$ cat config.mk
export PLATFORM = sky130hd
export DESIGN_NAME = mode_register_bank
export DESIGN_NICKNAME = d
export VERILOG_FILES = /design/src/hdl/mode_bank_pkg.sv /design/src/hdl/mode_register_bank.sv
export SDC_FILE = /design/constraint.sdc
export NUM_CORES = 1
export LEC_CHECK = 0
export BUFFER_PORTS_ARGS = -buffer_cell sky130_fd_sc_hd__buf_2
export CAP_MARGIN = 30
export CORE_ASPECT_RATIO = 0.6
export CORE_MARGIN = 5
export CORE_UTILIZATION = 52
export CTS_CLUSTER_SIZE = 28
export DETAILED_ROUTE_END_ITERATION = 6
export HOLD_SLACK_MARGIN = 0.06
export PLACE_DENSITY = 0.73
export SLEW_MARGIN = 20
export SYNTH_ARGS = -nofsm -noshare
export SYNTH_HDL_FRONTEND = slang
export SYNTH_SLANG_ARGS = --single-unit
$ cat constraint.sdc
create_clock -name I_CORE_CLK -period 2.6 [get_ports I_CORE_CLK]
set_input_delay 0 -clock I_CORE_CLK [delete_from_list [all_inputs] [get_ports I_CORE_CLK]]
set_output_delay 0 -clock I_CORE_CLK [all_outputs]
set_load 0.01 [all_outputs]
$ cat src/hdl/mode_bank_pkg.sv
package mode_bank_pkg;

    // Incoming 16-bit control word.
    typedef struct packed {
        logic read_not_write;
        logic [6:0] index;
        logic [7:0] data;
    } ctrl_word_t;

    typedef struct packed {
        logic atten_load_enable;
        logic [2:0] audio_format_sel;
        logic [1:0] deemph_rate_sel;
        logic deemph_enable;
        logic soft_mute_enable;
    } fmt_ctrl_t;

    typedef struct packed {
        logic output_phase_invert;
        logic [1:0] atten_step_rate;
        logic converter_operation_off;
        logic zero_flag_pin_function;
        logic bypass_stereo_sel;
        logic rolloff_sel;
        logic infinite_zero_mute_enable;
    } out_ctrl_t;

    typedef struct packed {
        logic reserved_bit;
        logic software_system_reset;
        logic one_bit_stream_mode;
        logic filter_bypass_sel;
        logic monaural_sel;
        logic monaural_channel_sel;
        logic [1:0] oversample_rate_sel;
    } if_ctrl_t;

    typedef struct packed {
        logic [4:0] reserved_bit;
        logic [1:0] stream_zero_output_enable;
        logic multibit_zero_output_enable;
    } zero_ctrl_t;

    // Settings that steer the audio path.
    typedef struct packed {
        fmt_ctrl_t fmt;
        out_ctrl_t outc;
        if_ctrl_t ifc;
        zero_ctrl_t zero;
    } mode_cfg_t;

    localparam logic [6:0] IDX_LEFT_ATTEN = 7'h10;
    localparam logic [6:0] IDX_RIGHT_ATTEN = 7'h11;
    localparam logic [6:0] IDX_FMT_CTRL = 7'h12;
    localparam logic [6:0] IDX_OUT_CTRL = 7'h13;
    localparam logic [6:0] IDX_IF_CTRL = 7'h14;
    localparam logic [6:0] IDX_ZERO_CTRL = 7'h15;
    localparam logic [6:0] IDX_ZERO_STATUS = 7'h16;
    localparam logic [6:0] IDX_LINK_ID = 7'h17;

    localparam logic [7:0] RST_ATTEN = 8'hFF;
    localparam logic [7:0] RST_FMT_CTRL = 8'h50;
    localparam logic [7:0] RST_OUT_CTRL = 8'h00;
    localparam logic [7:0] RST_IF_CTRL = 8'h00;
    localparam logic [7:0] RST_ZERO_CTRL = 8'h01;
    localparam logic [7:0] READ_UNMAPPED = 8'h00;

    // Codes at or below this level give infinite attenuation.
    localparam logic [7:0] ATTEN_MUTE_MAX = 8'h0E;
    localparam logic [7:0] RAMP_FULL_MUTE = 8'h00;
    localparam logic [7:0] RAMP_NO_MUTE = 8'hFF;

endpackage : mode_bank_pkg

$ cat src/hdl/mode_register_bank.sv
// Notes on behaviour
// Word bit 15 high reads, low writes.
// Registers 22 and 23 are read-only.
// Bits 14:8 index 16..23, 7:0 data.
// Left/right 8-bit attenuation, default 0 dB.
// Load enable defaults off, multibit mode only.
// Format field defaults to 24-bit I2S.
// De-emphasis rate and enable default disabled.
// Soft mute defaults off, multibit only.
// Phase invert defaults normal, all modes.
// Step rate 1,2,4,8 sample periods.
// Converter operation defaults enabled.
// Zero pin function defaults data input.
// Bypass stereo select defaults monaural.
// Rolloff defaults sharp, multibit mode.
// Infinite zero mute defaults disabled.
// Software reset bit restores all defaults.
// One-bit stream mode defaults disabled.
// Filter bypass defaults internal filter.
// Monaural_sel defaults stereo, channel defaults left.
// Oversampling field defaults to 64 times.
// Zero-output enables: multibit on, stream off.
// Register 22 shows left/right zero flags.
// Register 23 shows 5-bit link number.
// Codes 14 and below mean infinite attenuation.
// Without load enable, applied levels hold.
// Soft mute ramps 255 steps at step rate.
// Reserved bits read zero, RO writes ignored.
`timescale 1ns/1ns
`default_nettype none

module mode_register_bank (
    input wire logic I_CORE_CLK,
    input wire logic I_NRST,
    input wire logic i_CE,
    input wire logic i_WORD_VALID,
    input wire mode_bank_pkg::ctrl_word_t i_WORD,
    input wire logic i_SAMPLE_TICK,
    input wire logic [1:0] i_ZERO_DETECT,
    input wire logic [4:0] i_LINK_DEVICE_NUMBER,
    output logic [7:0] o_RD_DATA,
    output logic o_RD_VALID,
    output mode_bank_pkg::mode_cfg_t o_CONFIG,
    output logic o_SOFT_RESET,
    output logic [7:0] o_LEFT_LEVEL,
    output logic [7:0] o_RIGHT_LEVEL,
    output logic o_LEFT_INF_ATTEN,
    output logic o_RIGHT_INF_ATTEN
);
    import mode_bank_pkg::*;

    typedef struct packed {
        logic [7:0] left_atten_level;
        logic [7:0] right_atten_level;
        mode_cfg_t cfg;
        logic [7:0] left_applied;
        logic [7:0] right_applied;
        logic [7:0] ramp;
        logic [2:0] step_cnt;
        logic [1:0] zero_flags;
        logic [4:0] link_device_number;
        logic [7:0] rd_data;
        logic rd_valid;
        logic soft_reset;
        logic [7:0] left_level;
        logic [7:0] right_level;
        logic left_inf;
        logic right_inf;
    } state_t;

    state_t state_reg;
    state_t state_next;

    ////////////////////////////////////////////////////////////////////////
    // Default state, shared by hard reset and the software reset bit.

    function automatic state_t reset_state();
        state_t s;
        s = '0;
        // attenuation defaults
        s.left_atten_level = RST_ATTEN;
        s.right_atten_level = RST_ATTEN;
        s.left_applied = RST_ATTEN;
        s.right_applied = RST_ATTEN;
        // defaults
        s.cfg.fmt = fmt_ctrl_t'(RST_FMT_CTRL);
        // defaults
        s.cfg.outc = out_ctrl_t'(RST_OUT_CTRL);
        // defaults
        s.cfg.ifc = if_ctrl_t'(RST_IF_CTRL);
        // zero output defaults
        s.cfg.zero = zero_ctrl_t'(RST_ZERO_CTRL);
        s.ramp = RAMP_NO_MUTE;
        s.left_level = RST_ATTEN;
        s.right_level = RST_ATTEN;
        return s;
    endfunction : reset_state

    function automatic logic [7:0] min8(input logic [7:0] a,
                                        input logic [7:0] b);
        return (a < b) ? a : b;
    endfunction : min8

    ////////////////////////////////////////////////////////////////////////
    // Next-state logic.

    always_comb begin
        logic multibit;
        logic muting;
        logic [2:0] step_limit;
        logic [7:0] rdv;
        multibit = 1'b0;
        muting = 1'b0;
        step_limit = 3'h0;
        rdv = READ_UNMAPPED;
        state_next = state_reg;
        state_next.rd_valid = 1'b0;
        state_next.soft_reset = 1'b0;
        state_next.zero_flags = i_ZERO_DETECT;
        state_next.link_device_number = i_LINK_DEVICE_NUMBER;

        multibit = !state_reg.cfg.ifc.one_bit_stream_mode &&
                   !state_reg.cfg.ifc.filter_bypass_sel;

        // read access
        if (i_WORD_VALID && i_WORD.read_not_write) begin
            // index decode
            unique case (i_WORD.index)
                IDX_LEFT_ATTEN: rdv = state_reg.left_atten_level;
                IDX_RIGHT_ATTEN: rdv = state_reg.right_atten_level;
                IDX_FMT_CTRL: rdv = state_reg.cfg.fmt;
                IDX_OUT_CTRL: rdv = state_reg.cfg.outc;
                IDX_IF_CTRL: rdv = state_reg.cfg.ifc;
                IDX_ZERO_CTRL: rdv = state_reg.cfg.zero;
                // zero flags
                IDX_ZERO_STATUS: rdv = {6'h00, state_reg.zero_flags};
                // link number
                IDX_LINK_ID: rdv = {3'h0, state_reg.link_device_number};
                default: rdv = READ_UNMAPPED;
            endcase
            state_next.rd_data = rdv;
            state_next.rd_valid = 1'b1;
        end

        // write access
        if (i_WORD_VALID && !i_WORD.read_not_write) begin
            // index decode
            unique case (i_WORD.index)
                IDX_LEFT_ATTEN: state_next.left_atten_level = i_WORD.data;
                IDX_RIGHT_ATTEN: state_next.right_atten_level = i_WORD.data;
                IDX_FMT_CTRL: state_next.cfg.fmt = fmt_ctrl_t'(i_WORD.data);
                IDX_OUT_CTRL: state_next.cfg.outc = out_ctrl_t'(i_WORD.data);
                IDX_IF_CTRL: begin
                    state_next.cfg.ifc = if_ctrl_t'(i_WORD.data);
                    // reserved bit ignored
                    state_next.cfg.ifc.reserved_bit = 1'b0;
                    // reset bit self-clears
                    state_next.cfg.ifc.software_system_reset = 1'b0;
                    state_next.soft_reset = i_WORD.data[6];
                end
                IDX_ZERO_CTRL: begin
                    state_next.cfg.zero = zero_ctrl_t'(i_WORD.data);
                    // reserved bits ignored
                    state_next.cfg.zero.reserved_bit = 5'h00;
                end
                // read-only registers
                default: begin
                end
            endcase
        end

        // load gate
        // hold without load
        if (state_reg.cfg.fmt.atten_load_enable && multibit) begin
            state_next.left_applied = state_reg.left_atten_level;
            state_next.right_applied = state_reg.right_atten_level;
        end

        // multibit soft mute
        muting = state_reg.cfg.fmt.soft_mute_enable && multibit;
        // step rate
        step_limit = 3'((4'h1 << state_reg.cfg.outc.atten_step_rate) - 4'h1);
        // soft mute ramp
        if (i_SAMPLE_TICK) begin
            if (state_reg.step_cnt >= step_limit) begin
                state_next.step_cnt = 3'h0;
                if (muting && state_reg.ramp != RAMP_FULL_MUTE) begin
                    state_next.ramp = state_reg.ramp - 8'h01;
                end else if (!muting && state_reg.ramp != RAMP_NO_MUTE) begin
                    state_next.ramp = state_reg.ramp + 8'h01;
                end
            end else begin
                state_next.step_cnt = state_reg.step_cnt + 3'h1;
            end
        end

        state_next.left_level = min8(state_reg.left_applied, state_reg.ramp);
        state_next.right_level = min8(state_reg.right_applied, state_reg.ramp);
        // infinite attenuation
        state_next.left_inf = state_reg.left_level <= ATTEN_MUTE_MAX;
        state_next.right_inf = state_reg.right_level <= ATTEN_MUTE_MAX;

        // software reset
        if (state_reg.soft_reset) begin
            state_next = reset_state();
            state_next.zero_flags = i_ZERO_DETECT;
            state_next.link_device_number = i_LINK_DEVICE_NUMBER;
        end
    end

    ////////////////////////////////////////////////////////////////////////
    // State register.

    always_ff @(posedge I_CORE_CLK or negedge I_NRST) begin
        if (!I_NRST) begin
            state_reg <= reset_state();
        end else if (i_CE) begin
            state_reg <= state_next;
        end
    end

    assign o_RD_DATA = state_reg.rd_data;
    assign o_RD_VALID = state_reg.rd_valid;
    assign o_CONFIG = state_reg.cfg;
    assign o_SOFT_RESET = state_reg.soft_reset;
    assign o_LEFT_LEVEL = state_reg.left_level;
    assign o_RIGHT_LEVEL = state_reg.right_level;
    assign o_LEFT_INF_ATTEN = state_reg.left_inf;
    assign o_RIGHT_INF_ATTEN = state_reg.right_inf;

endmodule : mode_register_bank

`default_nettype wire

Word level (Yosys, flattened, before mapping)
Cells that the tools add are included.
{ "op_classes": {"add_sub_neg": 4, "n_lt_le_gt_ge": 5, "eq_ne": 9, "n_shift": 1, "mux": 20, "n_reduce_logical": 34} }
{ "ops": {"columns": ["operator", "count"], "rows": [
  ["$mux W110", 1],
  ["$mux W8", 11],
  ["$pmux W8 S8", 1],
  ["$eq A7 B5 Y1 const B", 8],
  ["$mux W48", 1],
  ["$reduce_bool A2 Y1", 11],
  ["$reduce_and A3 Y1", 6],
  ["$le A8 B4 Y1 const B", 2],
  ["$lt A8 B8 Y1", 2],
  ["$mux W16", 1],
  ["$mux W11", 1],
  ["$mux W9", 1],
  ["$add A8 B1 Y8 const B", 1],
  ["$ne A8 B8 Y1 const B", 1],
  ["$reduce_bool A8 Y1", 1],
  ["$sub A8 B1 Y8 const B", 1],
  ["$logic_and A1 B1 Y1", 7],
  ["$reduce_and A2 Y1", 3],
  ["$logic_not A1 Y1", 4],
  ["$reduce_and A4 Y1", 1],
  ["$add A3 B1 Y3 const B", 1],
  ["$ge A3 B3 Y1", 1],
  ["$mux W3", 1],
  ["$reduce_bool A3 Y1", 1],
  ["3 further kinds", 4]
]} }
{ "word_totals": {"register_bits": 110, "output_inout_bits": 60, "elab_cells": 110} }

Logic depth before layout (Yosys ltp)
{ "logic_depth": {"depth_word": 10, "mapped_depth": 10} }

Worst setup path before layout
No wires, ideal clock.
{ "synth_path": {"kind": "reg-to-reg", "from": "register state_reg[42] (netlist name)", "to": "register state_reg[44] (netlist name)", "setup_ps": 90, "arrival_ps": 2603, "slack_ps": -93, "path_stages_with_launch": 11, "n_path_buf": 0, "period_less_slack_ps": 2693, "path_cell_list": "dfstp_2 or4_1 o211ai_2 inv_1 ha_1 nor2b_1 o21ai_0 a21boi_0 mux2i_1 a2111oi_0 o21ai_0"} }
{ "synth_via": {"elab_chain_cells": 6, "elab_cells_between_ends": 13, "cone_classes": "2 x add/sub; 1 x eq/ne; 5 x mux; 5 x reduce/logical"} }
{ "synth_lines": {"columns": ["element", "line_no", "source"], "rows": [
  ["start: declaration", "mode_register_bank.sv:71", "state_t state_reg;"],
  ["start signal: assignment", "mode_register_bank.sv:216", "state_reg <= reset_state();"],
  ["start signal: assignment", "mode_register_bank.sv:218", "state_reg <= state_next;"],
  ["$add A8 B1 Y8 or $reduce_bool A8 Y1 (tied branches)", "mode_register_bank.sv:190, mode_register_bank.sv:187", null],
  ["$mux W8 or $logic_and A1 B1 Y1 (tied branches)", "mode_register_bank.sv:189, mode_register_bank.sv:187", null],
  ["$mux W8", "mode_register_bank.sv:187", "if (muting && state_reg.ramp != RAMP_FULL_MUTE) begin"],
  ["$mux W8", "mode_register_bank.sv:185", "if (state_reg.step_cnt >= step_limit) begin"],
  ["$mux W11", "mode_register_bank.sv:184", "if (i_SAMPLE_TICK) begin"],
  ["$mux W110", "mode_register_bank.sv:204", "if (state_reg.soft_reset) begin"]
]} }
Parallel ways exist; a longest one is shown, timed or not. The select of a mux whose other input is x is not followed.
A chain may end at the register's enable or synchronous reset.

Worst setup path after layout
{ "layout_path": {"from": "register state_reg[38] (netlist name)", "to": "register state_reg[45] (netlist name)"} }
Same word-level chain as after synthesis.

==> impl_metrics.ini <==
[timing]
finalMaxSlewViolations = 0
tightestPinTransition_ps = 660
slew_headroom_pct = 55.9
setup_tns_ps = -192
fin_ws_ps = -173
max_freq_mhz = 361
rsz0062_at_grt = true
layout_min_cycle_time_ps = 2770
setup_violations = 2
hold_viol = 0
fin_crit_sh_pct = 107
skew_ps = 9.99

[setup_path]
reg2reg_from = state_reg[38]
startpoint = state_reg[38]
reg2reg_slack_ps = -170
crit_path_end = state_reg[45]
rr_worst_depth = 10
cp-end-kind = flop
critPathLaunchType = flop
required_ps = 2840
arrival_ps = 3020
timing_worst_setup_path_type = reg2reg
r2r_end = state_reg[45]
cp_max_fo = 5

[layout]
area_delta_synth_final_pct = 14.9
layout-drive-gt1-share_pct = 32.2
antenna_cells = 0
instances_no_fill = 836
largest_register_ffs = 50
finalNetCount = 724
utilization_pct = 61.7

[placement]
place_inst = 802
dp_hpwl_um = 12400
place_congestion = 0.900
dpl_worst_slack_ps = -320
numPortBuffers = 80

[synth]
synth_edf_count = 0
synth.distinct_cells = 58
ys.flop_type = dfstp_2
ys_seq_area_share_pct = 43.2
yosys-top-cells-count = 66 x mux2i_1, 59 x dfstp_2, 58 x buf_4
async_flop_share_pct = 100
yosysMostFrequentCell = mux2i_1
avgSynthCellArea_um2 = 10.1
netlist_top_cells_area = dfstp_2 25%, dfrtp_1 18%, mux2i_1 11%
synth-seq-cells = 103
synth_area_mm2 = 0.00613
ys_warn_count = 0
synth_largest_area_cell = dfstp_2
synthCells = 609
netlist.area_leader.share_pct = 25.3

[clock_network]
cts_tree = built
ctsHtreeMaxLevel = 3
clock_path_buffers = 2
numCtsBuffers = 9
root_buffer = clkbuf_16
cts_sinks = 103
clk-insertion-delay-late_ps = 350
path_clk_slew_ps = 70

[grt]
grt_max_degree = 56
grt.overflow.total = 0
grt_pass1_vias = 4881
grt_pass1_wl_um = 26500
grt_use_total_pct = 24.0
antenna_found_initial = 0

[drt]
antenna_left = 0
wl_um = 16500
via_count = 4970
drtIter0Drc = 418
viasPerCell = 5.94
drc = 0
firstDrtPassIters = 5
wire_per_inst_um = 19.8

[pwr]
cellLeakagePower_nw = 3.05
peakVddDrop_mv = 0.465
power.switching_mw = 2.12
swShare_pct = 35.6
power_frac_comb_pct = 37.8
power.internal_mw = 3.84
powerDensity_mw_per_mm2 = 847
p_clk_share_pct = 21.3
seqPwrFrac_pct = 40.8

[run_status]
violations = setup timing
outcome = finished with violations

[floorplan]
start_util_pct = 53.7
ioPinCount = 88
core_area_mm2 = 0.0114
fp.dieH_um = 94.1
die_w_um = 150
num_rows = 30
die-area_mm2 = 0.0141

[job]
max_cap_viol_count = 0

[min_path]
hold_path.class = in2reg
-- layer usage --
metal / vias to the layer above / GRT usage (%) / part of all wire (%)
met5: - / 0 / 0
met4: 0 / 4.64 / 1.0
met3: 22 / 6.94 / 9.6
met2: 222 / 35.5 / 42
met1: 2450 / 35.1 / 48
li1: 2276 / - / -
-- power groups by stage --
stage / sequential (mW) / clock [mW] / combinational, mW
after global routing: 2.48 / 1.35 / 2.50
after detailed placement: 2.45 / 0 / 2.12
after global placement: 2.43 / 0 / 2.00
final: 2.44 / 1.27 / 2.26
after CTS: 2.43 / 1.28 / 2.21
after floorplan: 2.38 / 0 / 1.48
-- kinds of logic after synthesis --
kind of cell | count (synthesis) | synth area share, %
adders and majority gates | 25 | 5.22
buffers and inverters | 108 | 10.2
DFF | 103 | 43.2
xor gates and xnor gates | 4 | 0.572
AOI/OAI and AO/OA | 147 | 16.6
muxes | 75 | 12.8
other | 1 | 0.0612
and+or+nand+nor | 146 | 11.4
-- worst min path at each step --
stage / startpoint / endpoint / slack, ps / cells after the start
floorplan: I_NRST / o_CONFIG[10] / -300 / 0
global placement: I_NRST / o_CONFIG[11] / 50 / 1
detailed placement: I_NRST / o_CONFIG[19] / 60 / 1
CTS: i_WORD[2] / state_reg[104] / 70 / 3
global route: i_WORD[2] / state_reg[104] / 110 / 3
finish: i_WORD[2] / state_reg[104] / 80 / 3
-- critical path: stages, from the launching register on --
cell and delay [ps]:
dfstp_2 370, or4_4 550, o211ai_4 230, inv_4 100, ha_4 230, a21oi_4 150, o211ai_1 150, o41ai_2 400
xnor2_1 190, nor3_1 60, a221oi_1 240
-- repair_timing --
item / 4_1_cts / 5_1_grt
resized for setup: 10 / 5
hold buffers: 17 / 0
buffers inserted: 1 / 0
pin swaps: 7 / 2
endpoints found under the hold margin: 51 / 0
endpoints found under the setup margin: 2 / 5
-- through the flow --
| step | total power, mW | instance area, µm² | hold slack [ps] |
|---|---|---|---|
| floorplan | 3.86 | 6160 | -296 |
| global placement | 4.42 | 6500 | 50.6 |
| detailed placement | 4.57 | 6500 | 56.6 |
| CTS | 5.92 | 7020 | 67.7 |
| global route | 6.33 | 7040 | 112 |
| finish | 5.96 | 7040 | 78.0 |
-- cell type report --
type / instances / area [µm²]
clock buffer: 10 / 229
clock inverter: 6 / 46.3
fill: 935 / 4370
inverter: 22 / 85.1
multi-input combinational: 404 / 2980
sequential: 103 / 2650
tap: 160 / 200
timing repair buffer: 131 / 853
-- layout by cell type (no fill, tap or decap), drive strengths merged, types with 3 or more instances in the layout --
cell,n
nand3,16
inv,23
mux2i,66
nor3,11
o22ai,6
dfrtp,44
conb,7
mux2,7
nor2b,10
clkinvlp,3
clkbuf,10
a21oi,39
buf,114
nand4,4
dlygate4sd3,17
o22a,18
ha,24
o2bb2ai,20
nand2,36
o21ai,23
a31oi,20
dfstp,59
xnor2,3
nor4,3
nor2,54
No activity file was read; power rests on OpenSTA's default activity.
